--- src/hw/rpm_consts.svh ---
`ifndef RPM_CONSTS_SVH
`define RPM_CONSTS_SVH
// Register byte offsets on the APB
`define RPM_OFF_PWR_CTRL 12'h000
`define RPM_OFF_STACK_PTR 12'h004
`define RPM_OFF_PORTS 12'h008
`define RPM_OFF_SFR_MISC 12'h00C
`define RPM_OFF_SERIAL_BUF 12'h010
`define RPM_OFF_STATUS 12'h014
`define RPM_OFF_WAKE 12'h018
// Power control field positions
`define RPM_BIT_IDLE 0
`define RPM_BIT_PDOWN 1
`define RPM_BIT_USER_FLAG0 2
`define RPM_BIT_USER_FLAG1 3
`define RPM_BIT_POWER_OFF_FLAG 4
// Reset values
`define RPM_RST_PORTS 32'hFFFFFFFF
`define RPM_RST_SP 8'h07
`define RPM_RST_ZERO 8'h00
// Timing: machine cycle in oscillator periods, sample state and phase, reset hold in machine cycles
`define RPM_OSC_PER_MC 12
`define RPM_SAMPLE_STATE 3'd4
`define RPM_SAMPLE_PHASE 1'b1
`define RPM_RST_HOLD_MC 2
`endif

--- src/hw/rpm_pkg.sv ---
package rpm_pkg;
   typedef enum {PM_RUN, PM_IDLE, PM_PDOWN} pm_state_t;
   typedef struct packed {
      logic [11:0] paddr;
      logic pwrite;
      logic [31:0] pwdata;
   } apb_req_t;
   typedef struct packed {
      logic [2:0] state;
      logic phase;
   } mc_pos_t;
endpackage

--- src/hw/reset_and_power_mode_control.sv ---
// Chosen here: register access over APB and the placing of the registers.
`timescale 1ns/100ps
`include "rpm_consts.svh"
// Operation
// RQ1 - Oscillator is halved; only the halved clock enable drives internal timing.
// RQ2 - Writing one to idle_request_bit enters idle mode.
// RQ3 - In idle, core clock gated; peripheral and interrupt clocks keep running.
// RQ4 - Idle ends on any taken interrupt or on reset.
// RQ5 - Writing one to powerdown_request_bit stops all clocks, oscillator too.
// RQ6 - Power-down ignores interrupts; only reset exits it; here i_rst_n does; the pin only if the timebase stopped at S5P2, where the sampler keeps firing.
// RQ7 - External high reset sampled once per machine cycle at state five phase two.
// RQ8 - Reset source holds input high at least two machine cycles, oscillator running.
// RQ9 - Reset input filtered so short glitches never start a reset.
// RQ10 - Reset loads all port latches with ones.
// RQ11 - Reset loads stack pointer with seven.
// RQ12 - Reset clears power_control_register except bit four.
// RQ13 - Reset clears other special registers except serial_buffer_register.
// RQ14 - power_off_flag set on power-on reset, cleared by software write.
// RQ15 - Machine cycle is twelve oscillator periods: six states of two phases.
module reset_and_power_mode_control
   import rpm_pkg::*;
#(
   parameter int HOLD_MC = `RPM_RST_HOLD_MC
) (
   input wire logic i_clk_sys,
   input wire logic i_rst_n,
   input wire logic i_por,
   input wire logic i_ext_reset,
   input wire logic i_irq,
   input wire logic i_psel,
   input wire logic i_penable,
   input wire logic i_pwrite,
   input wire logic [11:0] i_paddr,
   input wire logic [31:0] i_pwdata,
   output logic [31:0] o_prdata,
   output logic o_pready,
   output logic o_pslverr,
   output logic o_core_clk_en,
   output logic o_periph_clk_en,
   output logic o_osc_en,
   output logic o_sys_reset,
   output logic [31:0] o_ports,
   output logic [7:0] o_stack_ptr
);

   // ==========================================================
   // Timebase
   logic div2_r, div2_nxt;
   mc_pos_t pos_r, pos_nxt;
   logic sample_pt;

   // ==========================================================
   // Reset filter and sampling
   logic [1:0] filt_r, filt_nxt;
   logic rst_clean_r, rst_clean_nxt;
   logic [3:0] hold_r, hold_nxt;
   logic sys_rst_r, sys_rst_nxt;

   // ==========================================================
   // Registers
   pm_state_t pm_r, pm_nxt;
   logic [7:0] pwr_ctrl_r, pwr_ctrl_nxt;
   logic [7:0] sp_r, sp_nxt;
   logic [31:0] ports_r, ports_nxt;
   logic [31:0] misc_r, misc_nxt;
   logic [31:0] serial_buf_r, serial_buf_nxt;
   logic [31:0] prdata_r, prdata_nxt;
   logic pslverr_r, pslverr_nxt;
   logic pready_r, pready_nxt;
   logic osc_en_r, osc_en_nxt;
   logic core_en_r, core_en_nxt;
   logic per_en_r, per_en_nxt;
   apb_req_t req;
   // Access start opens the answer, the completion edge commits a write
   logic acc_start;
   logic wr_acc, rd_acc, in_reset;

   // Address decode used by the write path; the read path decodes in its own case mux
   function automatic logic hit(input logic [11:0] a, input logic [11:0] off);
      hit = (a == off);
   endfunction

   // Bus phase decode: a write takes effect only at the edge that completes the transfer
   assign req = '{paddr: i_paddr, pwrite: i_pwrite, pwdata: i_pwdata};
   assign acc_start = i_psel && i_penable && !pready_r;
   assign wr_acc = i_psel && i_penable && req.pwrite && pready_r;
   assign rd_acc = acc_start && !req.pwrite;

   // Chip reset from either the bench reset or the filtered external pin
   assign in_reset = sys_rst_r || !i_rst_n;

   // One strobe per machine cycle, at the second phase of the fifth state
   assign sample_pt = div2_r && (pos_r.state == `RPM_SAMPLE_STATE) && (pos_r.phase == `RPM_SAMPLE_PHASE);

   // ==========================================================
   // Timebase process
   // Divide-by-two clock: one halved period is one state, its two halves the phases
   // Twelve oscillator clocks make a machine cycle; all of it freezes while the oscillator is off
   always_comb begin
      div2_nxt = div2_r;
      pos_nxt = pos_r;
      if (osc_en_r) begin
         div2_nxt = !div2_r; // [RQ1]
         pos_nxt.phase = !div2_r; // [RQ15]
         if (div2_r) begin
            pos_nxt.state = (pos_r.state == 3'd5) ? 3'd0 : pos_r.state + 3'd1; // [RQ15]
         end
      end
   end

   always_ff @(posedge i_clk_sys) begin
      if (!i_rst_n) begin
         div2_r <= 1'b0;
         pos_r <= '0;
      end else begin
         div2_r <= div2_nxt;
         pos_r <= pos_nxt;
      end
   end

   // ==========================================================
   // Reset pin processes
   // Glitch filter, S5P2 sampler and hold counter over machine cycles
   always_comb begin
      filt_nxt = {filt_r[0], i_ext_reset};
      rst_clean_nxt = rst_clean_r;
      if (filt_r == 2'b11) begin
         rst_clean_nxt = 1'b1; // [RQ9]
      end else if (filt_r == 2'b00) begin
         rst_clean_nxt = 1'b0; // [RQ9]
      end
      // Count high samples; the first low sample releases the reset
      hold_nxt = hold_r;
      sys_rst_nxt = sys_rst_r;
      if (sample_pt) begin
         if (rst_clean_r) begin // [RQ7]
            if (hold_r < 4'(HOLD_MC)) begin
               hold_nxt = hold_r + 4'd1;
            end
            if (hold_r + 4'd1 >= 4'(HOLD_MC)) begin
               sys_rst_nxt = 1'b1; // [RQ8]
            end
         end else begin
            hold_nxt = 4'd0;
            sys_rst_nxt = 1'b0;
         end
      end
   end

   always_ff @(posedge i_clk_sys) begin
      if (!i_rst_n) begin
         filt_r <= 2'b00;
         rst_clean_r <= 1'b0;
         hold_r <= 4'd0;
         sys_rst_r <= 1'b0;
      end else begin
         filt_r <= filt_nxt;
         rst_clean_r <= rst_clean_nxt;
         hold_r <= hold_nxt;
         sys_rst_r <= sys_rst_nxt;
      end
   end

   // ==========================================================
   // Power mode processes
   // Power mode sequencer and clock gating
   always_comb begin
      pm_nxt = pm_r;
      case (pm_r)
         PM_RUN: begin
            if (pwr_ctrl_r[`RPM_BIT_PDOWN]) begin
               pm_nxt = PM_PDOWN; // [RQ5]
            end else if (pwr_ctrl_r[`RPM_BIT_IDLE]) begin
               pm_nxt = PM_IDLE; // [RQ2]
            end
         end
         PM_IDLE: begin
            if (i_irq) begin
               pm_nxt = PM_RUN; // [RQ4]
            end
         end
         PM_PDOWN: begin
            pm_nxt = PM_PDOWN; // [RQ6]
         end
         default: pm_nxt = PM_RUN;
      endcase
      if (in_reset) begin
         pm_nxt = PM_RUN; // [RQ4] [RQ6]
      end
      osc_en_nxt = (pm_nxt != PM_PDOWN); // [RQ5]
      core_en_nxt = (pm_nxt == PM_RUN); // [RQ3]
      per_en_nxt = (pm_nxt != PM_PDOWN); // [RQ3]
   end

   always_ff @(posedge i_clk_sys) begin
      if (!i_rst_n) begin
         pm_r <= PM_RUN;
         osc_en_r <= 1'b1;
         core_en_r <= 1'b1;
         per_en_r <= 1'b1;
      end else begin
         pm_r <= pm_nxt;
         osc_en_r <= osc_en_nxt;
         core_en_r <= core_en_nxt;
         per_en_r <= per_en_nxt;
      end
   end

   // ==========================================================
   // Register file
   // Bus writes, reset loads, mode bits clear on exit
   always_comb begin
      pwr_ctrl_nxt = pwr_ctrl_r;
      sp_nxt = sp_r;
      ports_nxt = ports_r;
      misc_nxt = misc_r;
      serial_buf_nxt = serial_buf_r;
      // Software writes land at the completion edge of the transfer
      if (wr_acc) begin
         if (hit(req.paddr, `RPM_OFF_PWR_CTRL)) begin
            pwr_ctrl_nxt = req.pwdata[7:0]; // [RQ2] [RQ5] [RQ14]
         end
         if (hit(req.paddr, `RPM_OFF_STACK_PTR)) begin
            sp_nxt = req.pwdata[7:0];
         end
         if (hit(req.paddr, `RPM_OFF_PORTS)) begin
            ports_nxt = req.pwdata;
         end
         if (hit(req.paddr, `RPM_OFF_SFR_MISC)) begin
            misc_nxt = req.pwdata;
         end
         if (hit(req.paddr, `RPM_OFF_SERIAL_BUF)) begin
            serial_buf_nxt = req.pwdata;
         end
      end
      // Idle request bit clears itself on wake
      if (pm_r == PM_IDLE && pm_nxt == PM_RUN) begin
         pwr_ctrl_nxt[`RPM_BIT_IDLE] = 1'b0;
      end
      // Reset loads; the power-off flag and the serial buffer keep their contents
      if (in_reset) begin
         pwr_ctrl_nxt = {3'b000, pwr_ctrl_r[`RPM_BIT_POWER_OFF_FLAG], 4'h0}; // [RQ12]
         sp_nxt = `RPM_RST_SP; // [RQ11]
         ports_nxt = `RPM_RST_PORTS; // [RQ10]
         misc_nxt = 32'h00000000; // [RQ13]
         serial_buf_nxt = serial_buf_r; // [RQ13]
      end
      // Power-on indication wins over a software clear
      if (i_por) begin
         pwr_ctrl_nxt[`RPM_BIT_POWER_OFF_FLAG] = 1'b1; // [RQ14]
      end
   end

   always_ff @(posedge i_clk_sys) begin
      pwr_ctrl_r <= pwr_ctrl_nxt;
      sp_r <= sp_nxt;
      ports_r <= ports_nxt;
      misc_r <= misc_nxt;
      serial_buf_r <= serial_buf_nxt;
   end

   // ==========================================================
   // Bus answer
   // APB read mux and one-wait-state answer, formed at the first access edge
   always_comb begin
      prdata_nxt = prdata_r;
      pslverr_nxt = 1'b0;
      pready_nxt = acc_start;
      if (acc_start) begin
         prdata_nxt = 32'h00000000;
         case (req.paddr)
            `RPM_OFF_PWR_CTRL: prdata_nxt = {24'h000000, pwr_ctrl_r};
            `RPM_OFF_STACK_PTR: prdata_nxt = {24'h000000, sp_r};
            `RPM_OFF_PORTS: prdata_nxt = ports_r;
            `RPM_OFF_SFR_MISC: prdata_nxt = misc_r;
            `RPM_OFF_SERIAL_BUF: prdata_nxt = serial_buf_r;
            `RPM_OFF_STATUS: prdata_nxt = {26'h0, sys_rst_r, rst_clean_r, per_en_r, osc_en_r, core_en_r,
                                           pm_r == PM_IDLE};
            default: pslverr_nxt = 1'b1;
         endcase
         if (!rd_acc) begin
            prdata_nxt = 32'h00000000;
         end
      end
   end

   always_ff @(posedge i_clk_sys) begin
      if (!i_rst_n) begin
         prdata_r <= 32'h00000000;
         pslverr_r <= 1'b0;
         pready_r <= 1'b0;
      end else begin
         prdata_r <= prdata_nxt;
         pslverr_r <= pslverr_nxt;
         pready_r <= pready_nxt;
      end
   end

   // ==========================================================
   // Outputs straight from flops
   assign o_prdata = prdata_r;
   assign o_pready = pready_r;
   assign o_pslverr = pslverr_r;
   assign o_core_clk_en = core_en_r;
   assign o_periph_clk_en = per_en_r;
   assign o_osc_en = osc_en_r;
   assign o_sys_reset = sys_rst_r;
   assign o_ports = ports_r;
   assign o_stack_ptr = sp_r;

endmodule

--- config.mk ---
export PLATFORM = sky130hd
export DESIGN_NAME = reset_and_power_mode_control
export DESIGN_NICKNAME = d
export VERILOG_FILES = /design/src/hw/rpm_pkg.sv /design/src/hw/reset_and_power_mode_control.sv
export VERILOG_INCLUDE_DIRS = /design/src /design/src/hw
export SDC_FILE = /design/constraint.sdc
export NUM_CORES = 1
export LEC_CHECK = 0
export ABC_AREA = 1
export BUFFER_PORTS_ARGS = -buffer_cell sky130_fd_sc_hd__buf_2
export CAP_MARGIN = 20
export CORE_UTILIZATION = 33
export DETAILED_ROUTE_END_ITERATION = 12
export GPL_TIMING_DRIVEN = 0
export SYNTH_ARGS = -nofsm -noshare
export SYNTH_HDL_FRONTEND = slang
export SYNTH_SLANG_ARGS = --single-unit
--- constraint.sdc ---
create_clock -name i_clk_sys -period 8.2 [get_ports i_clk_sys]
set_input_delay 0.41 -clock i_clk_sys [delete_from_list [all_inputs] [get_ports i_clk_sys]]
set_output_delay 0.41 -clock i_clk_sys [all_outputs]
set_load 0.01 [all_outputs]
==> results.md <==
* Fin area at 9450 um^2
* Leading cell types in the layout, fill and taps excluded: nand2_1 (214), dfxtp_1 (160), buf_2 (146)
* Area of the multi-input gates at 2970 um^2
* Ports at 130
* Synth unique cells at 38
* Reg-to-Reg End: serial_buf_r[18]
* Final hold vios at 0
* Commonest non-fill, non-tap cell in the layout: nand2_1
* Final ANT Viol Nets at 0
* Required time of the critical path at 8.33 ns
* Max Slew Vio Count at 0
* Max Root-Sink Buffers at 2
* Postcts setup bufs at 0
* CTS clk-pin slew, worst paths at 0.07 ns
* DRC violations left at 0
* CP max stage delay at 0.41 ns
* Peak Freq at 0.475 GHz
* Fraction of layout cells with a size suffix above 1 at 21.7%
* Dpl cell area at 8890 um^2
* VDD IR max at 0.0000985 V
* Final Skew at 0.0108 ns
* Max Cap Viol at 0
* H-Tree Depth at 4
* Slowest cell on the critical path: nor3_4
* CP bufs+invs at 3
* Power Internal at 1390 uW
* Starting Density at 33.9%
* Status: complete, no violations
* Register area at 4160 um^2
* Post-CTS Hold Buffers at 0
* Average size of a mapped cell at 8.30 um^2
* Die W at 155 um
* Worst-case reg-to-reg path depth at 6
* Fin crit share at 25.6%
* WL/cell at 14.5 um
* Number of synthesized flops with an enable pin at 32
* Sequential power share at 53.1%
* RR Startpoint: o_pready
* Maximum fanout along the worst path at 28
* Vias per cell at 4.52
* Synth Warn # at 0
* Worst rel slew slack at 54.1%
* Net switching power at 438 uW
* Drt first pass iters at 4
* Worst-skew pair later-pin latency at 0.44 ns
* RSZ-0062 raised after global routing: no
* Nets@finish at 1,163
* Syn Std Cell Area at 7730 um^2
* Asr flop ratio synth at 0%
* Core area at 22,800 um^2
* CTS tree: built
* Global placement routability congestion at 0.804
* Critical Path Sink Type: flop
* First-pass GRT wire length at 33,500 um
* DRT Wirelength at 20,800 um
* Main flop type after synthesis: dfxtp_1
* Hold worst-path end: filt_r[0]
* Gate power share at 3.7%
* Leak at 0.00409 uW
* Site row count at 55
* CP Class: flop to flop
* Die area at 24,000 um^2
* Setup TNS at 0 ns
* Cell count after synthesis at 931
* Clock Power Share at 43.2%
* Pin count of the biggest net entering global routing at 29
* Post-synth top area cell: dfxtp_1
* Vias in the first global route at 6,121
* Worst EP arrival at 2.24 ns
* GRT overflow at 0
* GRT Overall Usage at 18.3%
* Tightest Pin Transition at 0.688 ns
* Initial antenna violation count at 0
* FF-to-FF setup slack at 6.10 ns
* Synthesized flop and latch total at 192
* 1st-iter DRT viols at 387
* Seq/Total Area, Yosys at 53.9%
* Pwr dens at 193 nW/um^2
* Top cell type's share of synthesized area at 41.5%
* Critical-path cell list: inv_1, nor3_4, buf_2, nand2_1, nor2_4, buf_12
* Clock root cell: clkbuf_16
* Min-delay src: i_ext_reset
* Kind of start point of the critical path: flop
* Worst min-delay path category: input pin to flop
* Ant diodes at 0
* Largest cells by area after synthesis: dfxtp_1 (41%), edfxtp_1 (12%), nand2_1 (10%)
* Final setup violation count at 0
* Layout area overhead at 22.3%
* FILL cells at 2,346
* Post-DP HPWL at 15,400 um
* Family with the most delay on the worst path: simple AND/OR/NAND/NOR gates
* Number of clock sinks at 192
* Die Ht at 155 um
* Hold Path Depth at 3
* Switching share of power at 24.0%
* PortBufs at 128
* Post-CTS Resized at 0
* Final critical-path required period at 2.10 ns
* CTS Buf Count at 17
* Vias at 6,478
* Stages on worst setup path at 6
[stage by stage]
stage / power [uW] / hold slack (ns) / util (%) / setup slack [ns] / std cells
CTS: 1840 / 0.151 / 41.5 / 6.11 / 1434
floorplan: 1020 / 0.419 / - / 5.35 / 960
finish: 1830 / 0.159 / 41.5 / 6.10 / 1434
detailed placement: 1060 / 0.430 / 39.0 / 5.98 / 1402
global route: 1890 / 0.167 / 41.5 / 5.98 / 1434
global placement: 1060 / 0.426 / 38.9 / 4.01 / 1401
[Yosys cell counts, types with 7 or more instances]
| library cell | instances |
|---|---|
| nand2_1 | 214 |
| dfxtp_1 | 160 |
| inv_1 | 113 |
| a21oi_1 | 80 |
| nand3_1 | 78 |
| nor2_1 | 56 |
| o21ai_0 | 45 |
| edfxtp_1 | 32 |
| o21ai_1 | 24 |
| o211ai_2 | 21 |
| buf_2 | 18 |
| clkbuf_1 | 17 |
| nand4_1 | 7 |
| nor2_2 | 7 |
[state kept, by name, summed over array words and instances (netlist names), 2 cells and up]
register,count
filt_r,2
hold_r,4
misc_r,32
o_ports,32
o_prdata,32
o_stack_ptr,8
pm_r,32
pos_r,4
pwr_ctrl_r,8
serial_buf_r,32
[cell type report]
type                    instances  share of cell area [%]
well taps                     313                    4.14
repair buffers                129                    6.99
clock inverters                13                    1.31
inverters                     118                    4.70
multi-input cells             603                    31.5
flip-flops and latches        192                    44.1
plain buffers                  47                    2.75
clock buffers                  19                    4.58
[power by group through the flow]
stage / registers, uW / logic, uW / clock network [uW]
final: 970 / 67.9 / 788
after global routing: 971 / 76.9 / 842
after CTS: 970 / 68.4 / 806
after detailed placement: 992 / 68.3 / 0
after global placement: 991 / 67.7 / 0
after floorplan: 991 / 33.9 / 0
[worst max-delay path by stage]
stage | startpoint | endpoint | slack [ns]
floorplan | o_pready | serial_buf_r[0] | 5.35
global placement | i_pwrite | serial_buf_r[16] | 4.01
detailed placement | i_pwrite | serial_buf_r[12] | 5.98
CTS | o_pready | serial_buf_r[4] | 6.11
global route | o_pready | serial_buf_r[31] | 5.98
finish | o_pready | serial_buf_r[18] | 6.10
[worst register-to-register path: stages, from the launching register on]
cell     delay [ns]
dfxtp_1        0.35
inv_1          0.07
nor3_4         0.41
buf_2          0.33
nand2_1        0.14
nor2_4         0.23
buf_12         0.25
[per-layer routing]
| layer | vias up | wire length, um | global-route usage [%] |
|---|---|---|---|
| li1 | 3345 | - | - |
| met1 | 2991 | 9880 | 24.8 |
| met2 | 125 | 9670 | 29.5 |
| met3 | 17 | 1040 | 3.34 |
| met4 | 0 | 231 | 5.42 |
| met5 | - | 0 | 0 |
[cells by family (layout without fill, tap and decap cells)]
kind of cell | count (synthesis) | after routing | synth area share (%)
other | 1 | 30 | 0.0485
buffers and inverters | 165 | 326 | 9.12
xor gates and xnor gates | 2 | 2 | 0.227
AOI/OAI and AO/OA | 183 | 183 | 14.3
adders and majority gates | 3 | 3 | 0.486
and+or+nand+nor | 385 | 385 | 22.0
DFF | 192 | 192 | 53.9
Note: power is estimated with default switching activity, not from simulation.
